===== src/design/spo_consts.svh =====
// spo_consts.svh: register map, field positions, limits, reset values and timing counts
// assumes: included by bare name from the setpoint output design files
`ifndef SPO_CONSTS_SVH
`define SPO_CONSTS_SVH
// register byte addresses and per-channel layout
`define SPO_A_CTRL   8'h00
`define SPO_A_CH0    8'h04
`define SPO_CH_SPAN  8'h18
`define SPO_O_CFG    8'h00
`define SPO_O_VAL    8'h04
`define SPO_O_HYS    8'h08
`define SPO_O_TON    8'h0C
`define SPO_O_TOFF   8'h10
`define SPO_A_STAT   8'h34
`define SPO_A_CMD    8'h38
// control register fields
`define SPO_C_SP2EN  0
`define SPO_C_BTNDSP 1
`define SPO_C_BACKLT 2
`define SPO_C_UIF    4
// per-channel configuration fields
`define SPO_F_ACT    0
`define SPO_F_MODE   2
`define SPO_F_RWD    4
`define SPO_F_STBY   5
`define SPO_F_BURN   6
`define SPO_F_COLOR  7
// value limits
`define SPO_SP_MIN   (-9999)
`define SPO_SP_MAX   99999
`define SPO_HYS_MIN  1
`define SPO_HYS_MAX  59999
`define SPO_DLY_MAX  5999
// reset values
`define SPO_CTRL_RST 8'h00
`define SPO_CFG_RST  8'h00
`define SPO_HYS_RST  16'h0001
// timing: delay base is one second of the 25 MHz clock
`define SPO_CLK_HZ   25000000
`define SPO_TICK_S   1
`define SPO_SEC_CYC  (`SPO_CLK_HZ * `SPO_TICK_S)
`endif


===== src/design/spo_pkg.sv =====
// spo_pkg: types shared by the setpoint output block
// assumes: compiled before every other design file
package spo_pkg;
  typedef logic signed [17:0] spo_val_t;
  typedef enum logic [1:0] {
    high_balanced_action, low_balanced_action,
    high_unbalanced_action, low_unbalanced_action
  } spo_action_t;
  typedef enum logic [1:0] {
    auto_reset_mode, latch_immediate_reset_mode,
    latch_delayed_reset_mode, spare_reset_mode
  } spo_rmode_t;
  typedef enum logic [2:0] {
    no_input_function, reset_output_one, reset_output_two,
    reset_both_outputs, display_value_assignment
  } spo_uif_t;
  typedef enum logic [1:0] {
    st_off, st_wait_on, st_on, st_wait_off
  } spo_state_t;
endpackage


===== src/design/spo_cmp_if.sv =====
// spo_cmp_if: carries one setpoint's settings to its comparator and the trigger results back
// assumes: one instance per setpoint inside spo_top
`timescale 1ns/100ps
`default_nettype none
interface spo_cmp_if;
  import spo_pkg::*;
  spo_val_t    val;
  spo_val_t    sp;
  logic [15:0] hys;
  spo_action_t act;
  logic        on_c;
  logic        off_c;
  modport cmp (input val, sp, hys, act, output on_c, off_c);
  modport usr (output val, sp, hys, act, input on_c, off_c);
endinterface
`default_nettype wire


===== src/design/spo_cmp.sv =====
// spo_cmp: turn-on and turn-off trigger decision for one setpoint
// assumes: settings stable while a new display value is presented
`timescale 1ns/100ps
`default_nettype none
module spo_cmp
  import spo_pkg::*;
(
  spo_cmp_if.cmp c
);
  logic signed [19:0] v;
  logic signed [19:0] sp;
  logic signed [19:0] hy;
  logic signed [19:0] half;
  logic signed [19:0] rest;

  // balanced splits the band around the setpoint, unbalanced keeps it on one side
  always_comb begin
    v    = {{2{c.val[17]}}, c.val};
    sp   = {{2{c.sp[17]}}, c.sp};
    hy   = {4'h0, c.hys};
    half = {5'h00, c.hys[15:1]};
    rest = hy - half;
    unique case (c.act)
      high_balanced_action: begin
        c.on_c  = v >= sp + half;
        c.off_c = v <= sp - rest;
      end
      low_balanced_action: begin
        c.on_c  = v <= sp - rest;
        c.off_c = v >= sp + half;
      end
      high_unbalanced_action: begin
        c.on_c  = v >= sp;
        c.off_c = v <= sp - hy;
      end
      low_unbalanced_action: begin
        c.on_c  = v <= sp;
        c.off_c = v >= sp + hy;
      end
    endcase
  end
endmodule
`default_nettype wire


===== src/design/spo_tick.sv =====
// spo_tick: divides the system clock down to a one-cycle pulse per second
// assumes: DIV is the number of clock cycles in one second
`timescale 1ns/100ps
`default_nettype none
`include "spo_consts.svh"
module spo_tick #(
  parameter int unsigned DIV = `SPO_SEC_CYC
) (
  input  wire logic clk,
  input  wire logic rst,
  output logic      tick
);
  localparam int W = $clog2(DIV > 1 ? DIV : 2);
  logic [W-1:0] cnt_q;

  // free-running divider, pulse on wrap
  always_ff @(posedge clk) begin
    if (rst) begin
      cnt_q <= '0;
      tick  <= 1'b0;
    end else if (cnt_q == W'(DIV - 1)) begin
      cnt_q <= '0;
      tick  <= 1'b1;
    end else begin
      cnt_q <= cnt_q + W'(1);
      tick  <= 1'b0;
    end
  end
endmodule
`default_nettype wire


===== src/design/spo_top.sv =====
// spo_top: two setpoint outputs of a panel meter with apb register access
// assumes: inputs synchronous to clk; value_valid pulses once per new display value
//
// Behaviour
// each output is high or low acting, balanced or unbalanced hysteresis
// setpoint is signed, -9999 to 99999, display decimal point
// hysteresis is programmable from 1 to 59999 counts
// unbalanced band lies below setpoint for high, above for low acting
// on delay of 0 to 5999 s after the turn-on trigger
// off delay of 0 to 5999 s after the turn-off trigger
// zero delay means update at the measurement rate
// automatic mode turns off at triggers; manual reset forces off until recrossed
// latching modes latch on; only manual, serial reset or power cycle clears
// immediate latch reset clears at once, stays off until recrossed
// after power-up a latched output is off
// delayed latch reset is held pending until the turn-off trigger
// pending delayed reset is lost at power cycle unless asserted then
// display reset also resets the output when enabled and input shown
// standby keeps output off after power-up until trigger first crossed
// open probe forces each output to its programmed burn-out state
// backlight colour toggles when an enabled output changes state
// second output runs only when its enable is set
// setpoints inactive without a card; card decides one or two
// user input resets output one, two or both per its function
// evaluation per new value, delays counted in whole seconds
//
// The APB slave port and the register offsets were left to the implementer.
`timescale 1ns/100ps
`default_nettype none
`include "spo_consts.svh"
module spo_top
  import spo_pkg::*;
#(
  parameter int unsigned SEC_CYCLES = `SPO_SEC_CYC
) (
  input  wire logic        clk,
  input  wire logic        rst,
  input  wire logic        psel,
  input  wire logic        penable,
  input  wire logic        pwrite,
  input  wire logic [7:0]  paddr,
  input  wire logic [31:0] pwdata,
  output logic [31:0]      prdata,
  output logic             pready,
  output logic             pslverr,
  input  wire spo_val_t    disp_value,
  input  wire logic        value_valid,
  input  wire logic        probe_open,
  input  wire logic        card_present,
  input  wire logic        card_dual,
  input  wire logic        btn_reset,
  input  wire logic        user_input,
  input  wire logic        input_shown,
  output logic [1:0]       sp_out,
  output logic             color_alt
);
  logic [7:0]  ctrl_q;
  logic [7:0]  cfg_q  [2];
  spo_val_t    sp_q   [2];
  logic [15:0] hys_q  [2];
  logic [12:0] ton_q  [2];
  logic [12:0] toff_q [2];
  logic [12:0] cnt_q  [2];
  spo_state_t  st_q   [2];
  logic [1:0]  out_q;
  logic [1:0]  prev_q;
  logic [1:0]  hold_q;
  logic [1:0]  pend_q;
  logic [1:0]  stby_q;
  logic [1:0]  ser_q;
  logic        color_q;
  logic [31:0] prdata_q;
  logic [31:0] rd_mux;
  logic        tick;
  logic        map_hit;
  logic        wr_en;
  logic        disp_rst;
  logic        btn_direct;
  spo_uif_t    uif;
  wire logic [1:0] ch_hit;
  wire logic [7:0] ch_off [2];
  wire logic [1:0] on_c;
  wire logic [1:0] off_c;
  logic [1:0]  en;
  logic [1:0]  mres;
  logic [1:0]  uif_hit;
  logic [1:0]  stby_act;
  logic [1:0]  dly;
  logic [1:0]  auto_m;
  logic [1:0]  chg;

  // write clamps keep stored settings inside the legal ranges
  function automatic spo_val_t clamp_sp(input logic [31:0] w);
    logic signed [31:0] s;
    s = $signed(w);
    if (s < `SPO_SP_MIN) return 18'(`SPO_SP_MIN);
    if (s > `SPO_SP_MAX) return 18'(`SPO_SP_MAX);
    return s[17:0];
  endfunction

  function automatic logic [15:0] clamp_hys(input logic [31:0] w);
    if (w < `SPO_HYS_MIN) return 16'(`SPO_HYS_MIN);
    if (w > `SPO_HYS_MAX) return 16'(`SPO_HYS_MAX);
    return w[15:0];
  endfunction

  function automatic logic [12:0] clamp_dly(input logic [31:0] w);
    if (w > `SPO_DLY_MAX) return 13'(`SPO_DLY_MAX);
    return w[12:0];
  endfunction

  spo_tick #(.DIV(SEC_CYCLES)) u_tick (
    .clk  (clk),
    .rst  (rst),
    .tick (tick)
  );

  // per-channel address decode and comparator
  for (genvar i = 0; i < 2; i++) begin : g_ch
    localparam logic [7:0] BASE = 8'(`SPO_A_CH0 + i * `SPO_CH_SPAN);
    spo_cmp_if cif ();
    assign ch_off[i] = paddr - BASE;
    assign ch_hit[i] = (paddr >= BASE) && (ch_off[i] <= `SPO_O_TOFF) && (paddr[1:0] == 2'b00);
    assign cif.val   = disp_value;
    assign cif.sp    = sp_q[i];
    assign cif.hys   = hys_q[i];
    assign cif.act   = spo_action_t'(cfg_q[i][`SPO_F_ACT +: 2]);
    assign on_c[i]   = cif.on_c;
    assign off_c[i]  = cif.off_c;
    spo_cmp u_cmp (
      .c (cif)
    );
  end

  // apb slave: zero wait states, error on unmapped words
  assign map_hit = (paddr == `SPO_A_CTRL) || (paddr == `SPO_A_STAT) ||
                   (paddr == `SPO_A_CMD) || (|ch_hit);
  assign wr_en   = psel & penable & pwrite & map_hit;
  assign pready  = 1'b1;
  assign pslverr = psel & penable & ~map_hit;
  assign prdata  = prdata_q;

  // read multiplexer
  always_comb begin
    rd_mux = 32'h0000_0000;
    if (paddr == `SPO_A_CTRL) rd_mux = {24'h00_0000, ctrl_q};
    if (paddr == `SPO_A_STAT) begin
      rd_mux = {24'h00_0000, card_present, color_q, stby_act, pend_q, out_q};
    end
    for (int k = 0; k < 2; k++) begin
      if (ch_hit[k]) begin
        case (ch_off[k])
          `SPO_O_CFG:  rd_mux = {24'h00_0000, cfg_q[k]};
          `SPO_O_VAL:  rd_mux = {{14{sp_q[k][17]}}, sp_q[k]};
          `SPO_O_HYS:  rd_mux = {16'h0000, hys_q[k]};
          `SPO_O_TON:  rd_mux = {19'h0_0000, ton_q[k]};
          `SPO_O_TOFF: rd_mux = {19'h0_0000, toff_q[k]};
          default:     rd_mux = 32'h0000_0000;
        endcase
      end
    end
  end

  // read data captured in the setup phase
  always_ff @(posedge clk) begin
    if (rst) prdata_q <= 32'h0000_0000;
    else if (psel && !penable && !pwrite) prdata_q <= rd_mux;
  end

  // control and setpoint registers
  always_ff @(posedge clk) begin
    if (rst) begin
      ctrl_q <= `SPO_CTRL_RST;
      for (int k = 0; k < 2; k++) begin
        cfg_q[k]  <= `SPO_CFG_RST;
        sp_q[k]   <= '0;
        hys_q[k]  <= `SPO_HYS_RST;
        ton_q[k]  <= '0;
        toff_q[k] <= '0;
      end
    end else if (wr_en) begin
      if (paddr == `SPO_A_CTRL) ctrl_q <= pwdata[7:0];
      for (int k = 0; k < 2; k++) begin
        if (ch_hit[k]) begin
          case (ch_off[k])
            `SPO_O_CFG:  cfg_q[k]  <= pwdata[7:0];
            `SPO_O_VAL:  sp_q[k]   <= clamp_sp(pwdata);
            `SPO_O_HYS:  hys_q[k]  <= clamp_hys(pwdata);
            `SPO_O_TON:  ton_q[k]  <= clamp_dly(pwdata);
            `SPO_O_TOFF: toff_q[k] <= clamp_dly(pwdata);
            default:     ;
          endcase
        end
      end
    end
  end

  // serial reset command, one-cycle pulse per written bit
  always_ff @(posedge clk) begin
    if (rst) ser_q <= 2'b00;
    else ser_q <= (wr_en && paddr == `SPO_A_CMD) ? pwdata[1:0] : 2'b00;
  end

  // enables, reset sources and mode decode
  assign uif        = spo_uif_t'(ctrl_q[`SPO_C_UIF +: 3]);
  assign btn_direct = btn_reset & ~ctrl_q[`SPO_C_BTNDSP];
  assign disp_rst   = input_shown & ((btn_reset & ctrl_q[`SPO_C_BTNDSP]) |
                      (user_input & (uif == display_value_assignment)));
  assign uif_hit[0] = user_input & (uif == reset_output_one || uif == reset_both_outputs);
  assign uif_hit[1] = user_input & (uif == reset_output_two || uif == reset_both_outputs);
  assign en[0]      = card_present;
  assign en[1]      = card_present & card_dual & ctrl_q[`SPO_C_SP2EN];

  always_comb begin
    for (int k = 0; k < 2; k++) begin
      mres[k]     = btn_direct | uif_hit[k] | ser_q[k] |
                    (disp_rst & cfg_q[k][`SPO_F_RWD]);
      dly[k]      = cfg_q[k][`SPO_F_MODE +: 2] == latch_delayed_reset_mode;
      auto_m[k]   = cfg_q[k][`SPO_F_MODE +: 2] == auto_reset_mode ||
                    cfg_q[k][`SPO_F_MODE +: 2] == spare_reset_mode;
      stby_act[k] = stby_q[k] & cfg_q[k][`SPO_F_STBY];
      chg[k]      = (out_q[k] != prev_q[k]) & cfg_q[k][`SPO_F_COLOR];
    end
  end

  // output state machines, evaluated on each new value and each second
  always_ff @(posedge clk) begin
    if (rst) begin
      for (int k = 0; k < 2; k++) begin
        st_q[k]  <= st_off;
        cnt_q[k] <= '0;
      end
      out_q  <= 2'b00;
      hold_q <= 2'b00;
      pend_q <= 2'b00;
    end else begin
      for (int k = 0; k < 2; k++) begin
        if (!en[k]) begin
          st_q[k]   <= st_off;
          out_q[k]  <= 1'b0;
          cnt_q[k]  <= '0;
          hold_q[k] <= 1'b0;
          pend_q[k] <= 1'b0;
        end else if (probe_open) begin
          out_q[k] <= cfg_q[k][`SPO_F_BURN];
        end else if (mres[k] && !dly[k]) begin
          st_q[k]   <= st_off;
          out_q[k]  <= 1'b0;
          cnt_q[k]  <= '0;
          hold_q[k] <= on_c[k]; // hold off only while the value sits in the on region
        end else begin
          if (mres[k]) pend_q[k] <= 1'b1;
          if (value_valid && !on_c[k]) hold_q[k] <= 1'b0;
          unique case (st_q[k])
            st_off: begin
              out_q[k] <= 1'b0;
              if (value_valid && on_c[k] && !hold_q[k] && !stby_act[k]) begin
                if (ton_q[k] == '0) begin
                  st_q[k]  <= st_on;
                  out_q[k] <= 1'b1;
                end else begin
                  st_q[k]  <= st_wait_on;
                  cnt_q[k] <= '0;
                end
              end
            end
            st_wait_on: begin
              out_q[k] <= 1'b0; // drop a burn-out level left from an open probe
              if (value_valid && !on_c[k]) st_q[k] <= st_off;
              else if (tick) begin
                if (13'(cnt_q[k] + 13'h1) >= ton_q[k]) begin
                  st_q[k]  <= st_on;
                  out_q[k] <= 1'b1;
                end else cnt_q[k] <= cnt_q[k] + 13'h1;
              end
            end
            st_on: begin
              out_q[k] <= 1'b1;
              if (value_valid && off_c[k]) begin
                if (auto_m[k]) begin
                  if (toff_q[k] == '0) begin
                    st_q[k]  <= st_off;
                    out_q[k] <= 1'b0;
                  end else begin
                    st_q[k]  <= st_wait_off;
                    cnt_q[k] <= '0;
                  end
                end else if (dly[k] && (pend_q[k] || mres[k])) begin
                  st_q[k]   <= st_off;
                  out_q[k]  <= 1'b0;
                  pend_q[k] <= 1'b0;
                end
              end
            end
            st_wait_off: begin
              out_q[k] <= 1'b1; // output stays on while the off delay runs
              if (value_valid && !off_c[k]) st_q[k] <= st_on;
              else if (tick) begin
                if (13'(cnt_q[k] + 13'h1) >= toff_q[k]) begin
                  st_q[k]  <= st_off;
                  out_q[k] <= 1'b0;
                end else cnt_q[k] <= cnt_q[k] + 13'h1;
              end
            end
          endcase
        end
      end
    end
  end

  // standby clears once the value has left the turn-on region
  always_ff @(posedge clk) begin
    if (rst) stby_q <= 2'b11;
    else begin
      for (int k = 0; k < 2; k++) begin
        if (value_valid && !on_c[k]) stby_q[k] <= 1'b0;
      end
    end
  end

  // backlight colour follows output changes on backlit units
  always_ff @(posedge clk) begin
    if (rst) begin
      prev_q  <= 2'b00;
      color_q <= 1'b0;
    end else begin
      prev_q <= out_q;
      if (ctrl_q[`SPO_C_BACKLT] && (chg[0] ^ chg[1])) color_q <= ~color_q;
    end
  end

  assign sp_out    = out_q;
  assign color_alt = color_q;

  // checks on channel one, the second output enable and shared outputs
  AST_NO_CARD: assert property (@(posedge clk) disable iff (rst)
    !card_present |=> sp_out == 2'b00) else $error("output on without card");
  AST_SP2_OFF: assert property (@(posedge clk) disable iff (rst)
    !ctrl_q[`SPO_C_SP2EN] |=> !sp_out[1]) else $error("second output on while disabled");
  AST_BURNOUT: assert property (@(posedge clk) disable iff (rst)
    card_present && probe_open |=> sp_out[0] == $past(cfg_q[0][`SPO_F_BURN]))
    else $error("burn-out state not applied");
  AST_ZERO_DLY: assert property (@(posedge clk) disable iff (rst)
    en[0] && !probe_open && !mres[0] && st_q[0] == st_off && value_valid && on_c[0] &&
    !hold_q[0] && !stby_act[0] && ton_q[0] == '0 |=> sp_out[0])
    else $error("zero on delay did not switch on");
  AST_AUTO_RST: assert property (@(posedge clk) disable iff (rst)
    en[0] && !probe_open && mres[0] && auto_m[0] |=>
    !sp_out[0] && hold_q[0] == $past(on_c[0]))
    else $error("manual reset ignored in automatic mode");
  AST_IMM_RST: assert property (@(posedge clk) disable iff (rst)
    en[0] && !probe_open && mres[0] && !dly[0] && sp_out[0] |=> !sp_out[0] ##1 !sp_out[0])
    else $error("latched output not cleared at once");
  AST_LATCH_HOLD: assert property (@(posedge clk) disable iff (rst)
    en[0] && card_present ##0 !probe_open && !auto_m[0] && st_q[0] == st_on && !mres[0] &&
    !pend_q[0] |=> sp_out[0]) else $error("latched output dropped");
  AST_DLY_PEND: assert property (@(posedge clk) disable iff (rst)
    en[0] && !probe_open && dly[0] && mres[0] && !(value_valid && off_c[0]) |=>
    pend_q[0] || !sp_out[0]) else $error("delayed reset not held");
  AST_PWRUP: assert property (@(posedge clk)
    $past(rst) |-> sp_out == 2'b00 && pend_q == 2'b00) else $error("state kept over power-up");
  AST_SP_RANGE: assert property (@(posedge clk) disable iff (rst)
    sp_q[0] >= `SPO_SP_MIN && sp_q[0] <= `SPO_SP_MAX) else $error("setpoint out of range");
  AST_HYS_RANGE: assert property (@(posedge clk) disable iff (rst)
    hys_q[0] >= `SPO_HYS_MIN && hys_q[0] <= `SPO_HYS_MAX) else $error("hysteresis out of range");
  AST_STBY: assert property (@(posedge clk) disable iff (rst)
    stby_act[0] && st_q[0] == st_off && !probe_open |=> !sp_out[0])
    else $error("output left standby early");
  AST_ON_WAIT: assert property (@(posedge clk) disable iff (rst)
    en[0] && !probe_open && st_q[0] == st_wait_on && !tick |=> !sp_out[0])
    else $error("on delay cut short");
  AST_OFF_WAIT: assert property (@(posedge clk) disable iff (rst)
    en[0] && !probe_open && !mres[0] && st_q[0] == st_wait_off && !tick |=> sp_out[0])
    else $error("off delay cut short");
  AST_COLOR: assert property (@(posedge clk) disable iff (rst)
    ctrl_q[`SPO_C_BACKLT] && chg[0] && !chg[1] |=> color_q != $past(color_q))
    else $error("colour did not toggle");
endmodule
`default_nettype wire


===== config.mk =====
export PLATFORM = sky130hd
export DESIGN_NAME = spo_top
export DESIGN_NICKNAME = d
export VERILOG_FILES = /design/src/design/spo_pkg.sv /design/src/design/spo_cmp_if.sv /design/src/design/spo_cmp.sv /design/src/design/spo_tick.sv /design/src/design/spo_top.sv
export VERILOG_INCLUDE_DIRS = /design/src /design/src/design
export SDC_FILE = /design/constraint.sdc
export NUM_CORES = 1
export LEC_CHECK = 0
export ABC_AREA = 1
export BUFFER_PORTS_ARGS = -buffer_cell sky130_fd_sc_hd__buf_4
export CAP_MARGIN = 30
export CORE_UTILIZATION = 34
export DETAILED_ROUTE_END_ITERATION = 6
export PLACE_DENSITY_LB_ADDON = 0.25
export SLEW_MARGIN = 20
export SYNTH_ARGS = -nofsm -noshare
export SYNTH_HDL_FRONTEND = slang
export SYNTH_SLANG_ARGS = --single-unit

===== constraint.sdc =====
create_clock -name clk -period 7.09 [get_ports clk]
set_clock_uncertainty 0.1 [all_clocks]
set_input_delay 0.709 -clock clk [delete_from_list [all_inputs] [get_ports clk]]
set_output_delay 0.709 -clock clk [all_outputs]
set_load 0.005 [all_outputs]

==> results.cfg <==
[status]
status = finished, final reports clean

[worst_setup_path]
rrSetupSlack_ns = 0.57
worstSetupStartpointType = register
max_stage_delay_ns = 0.51
path_class = register to register
cp.required_ns = 7.29
path_buf_inv = 4
crit_path_frequent_cell = nand2_1
critPathTopFamily = compound AO/OA/AOI/OAI gates
cp.arrival_ns = 6.72
end_kind = register
path_max_fanout = 9
slowest_stage = o41ai_1

[sta]
finalSetupTns_ns = 0
fmax_ghz = 0.153
grt_setup_unrepaired = no
worst_pin_slew_ns = 0.948
fin_crit_ns = 6.52
drv_slew = 0
finalHoldViolCount = 0
final-setup-viol-count = 0
finalCritPeriodShare_pct = 92.0
relSlewSlack_pct = 36.7

[route]
wl_met3_mm = 7.62
vias = 23324
top_layer = met4
routed_wl_mm = 89.0
drt_iter0_markers = 2447
wl_met2_mm = 36.7
drt-met1-wl_mm = 42.1
viasPerCell = 5.27
wl_per_cell_um = 20.1
first_pass_iters = 5
ant_nets = 0
route.detailed.drc = 0

[final_layout]
final_util_pct = 38.3
multiInputGateArea_mm2 = 0.0162
final_cell_mix = nand2_1 (595), inv_1 (510), ha_1 (409)
final_nets = 3945
n_antenna_cell = 0
final_common_cell = nand2_1
drive_above_1_share_pct = 6.39
seqCellArea_mm2 = 0.00629
fill_cells = 7615
areaGrowthSynthToFinish_pct = 11.0

[min_path]
min_path_type = register to register

[grt]
grt_max_degree = 47
grt_overflow = 0
grt_pass1_wl_mm = 132
antenna_found_initial = 5
first_global_vias = 21449
track_usage_pct = 23.6

[synthesis]
synth-main-ff-cell = edfxtp_1
yosysWarnings = 0
synth.top_cell.area_share_pct = 20.7
synth_cells = 3361
yosysSeqAreaShare_pct = 25.4
async_flop_share_pct = 0
ys_ff_latch = 231
syn_area_per_cell_um2 = 7.36
yosys.cell_types.count = 67
synth_edf_count = 166
syn_area_mm2 = 0.0247
ys_top_cells_by_area = ha_1 (21%), edfxtp_1 (20%), nand2_1 (9.0%), inv_1 (7.8%), a21oi_1 (6.3%)
syn_nets = 3850
synth_top_cell_by_area = ha_1

[clock_tree]
clock-root-buffer = clkbuf_16
cts.reportedPaths.clkPinSlew_ns = 0.06
cts_tree = built
cts_buffer_depth = 3
htree_levels = 1
cts_buffers = 26
clk_latency_ns = 0.54
hold_buffers = 0
clock_sinks = 231

[die]
die-height_um = 272
start_util_pct = 34.5
dieArea_mm2 = 0.0738
die_width_um = 272
io_pins = 107
num_rows = 98
core_mm2 = 0.0717

[power]
switchingPower_w = 0.00186
powerDensity_mw_per_mm2 = 179
power_leakage_nw = 13.2
comb_power_share_pct = 39.1
p_clk_share_pct = 28.6
p_seq_share_pct = 32.2
internal_power_w = 0.00305
swShare_pct = 38.0
peakVddDrop_uv = 170

[place]
dp_hpwl_mm = 72.5
port_buffers = 105
gp_congestion = 0.962

[flow_run]
drv_cap = 0
==> area by class of cell <==
cell class / count / share of cell area [%]
tap: 950 / 4.33
timing repair buffer: 132 / 3.58
sequential: 231 / 22.9
multi-input combinational: 2539 / 58.8
inverter: 526 / 7.21
clock inverter: 12 / 0.424
clock buffer: 36 / 2.76
==> power by group through the flow <==
stage               Combinational (W)  Sequential, W  Clock, W
floorplan                     0.00139        0.00157         0
global placement              0.00189        0.00161         0
detailed placement            0.00189        0.00161         0
CTS                           0.00190        0.00158   0.00141
global route                  0.00220        0.00159   0.00147
finish                        0.00192        0.00158   0.00141
==> flip-flops by register name, indices dropped and copies added, names as in the netlist, 4 cells and up <==
name          flops
cfg_q            16
cnt_q            26
ctrl_q            8
hys_q            32
prdata           18
sp_q             36
st_q              4
toff_q           26
ton_q            26
u_tick.cnt_q     25
==> worst register-to-register path: cells and delay by family, from the launching register on <==
family	cells	cell delay (ns)
adders and majority gates	3	0.99
xor gates and xnor gates	1	0.18
AOI/OAI and AO/OA	8	2.03
DFF	1	0.45
buffers and inverters	4	0.59
and+or+nand+nor	18	1.96
==> layer usage <==
| metal | vias up | global-route usage [%] |
|---|---|---|
| met5 | - | 0 |
| met4 | 0 | 6.73 |
| met3 | 125 | 4.71 |
| met2 | 876 | 35.3 |
| met1 | 10685 | 34.0 |
| li1 | 11638 | - |
==> through the flow <==
stage               hold slack, ns  worst slack, ns  cells  power [W]  instance area (µm²)
floorplan                    0.318             1.43   3361    0.00296                24700
global placement             0.332            0.586   4369    0.00350                26500
detailed placement           0.347            0.473   4371    0.00350                26500
CTS                          0.358            0.445   4419    0.00490                27400
global route                 0.365           0.0359   4426    0.00526                27500
finish                       0.349            0.566   4426    0.00491                27500
==> cell usage after synthesis (7+ instances only) <==
master     instances
a211oi_1          12
a21boi_0           9
a21o_1            20
a21oi_1          310
a221oi_1           9
a31oi_1           22
buf_4             16
clkbuf_1          39
dfxtp_1           65
edfxtp_1         166
fa_1              10
ha_1             409
inv_1            512
inv_2             10
nand2_1          595
nand3_1          154
nand4_1           78
nor2_1           318
nor2_2            13
nor3_1            67
nor3b_1            7
nor4_1            37
o2111ai_1          7
o21ai_0          131
o21ai_1            7
o21bai_1          24
o22ai_1           57
o31ai_1            7
xnor2_1           30
xor2_1           137
==> worst paths after layout <==
kind / endpoint / cells past startpoint / start
worst min-delay path: u_tick.cnt_q[0] / 1 / u_tick.cnt_q[0]
worst max-delay path: cnt_q[0][6] / 34 / hys_q[0][3]
worst max register to register: cnt_q[0][6] / 34 / hys_q[0][3]
worst min register to register: u_tick.cnt_q[0] / 1 / u_tick.cnt_q[0]
==> cells by family after synthesis <==
logic type	count (synthesis)	share of synthesized area [%]
adder cells (fa/ha/maj)	419	21.5
AND/OR/NAND/NOR	1300	22.7
AO/OA/AOI/OAI	652	15.1
other	1	0.0152
XOR/XNOR	167	5.91
buffers and inverters	591	9.32
flip-flops	231	25.4
==> repair_timing <==
item	CTS	global route
setup endpoints to repair	0	39
setup buffers	0	6
resized for setup	0	1
Power figures use the tool's default switching activity.
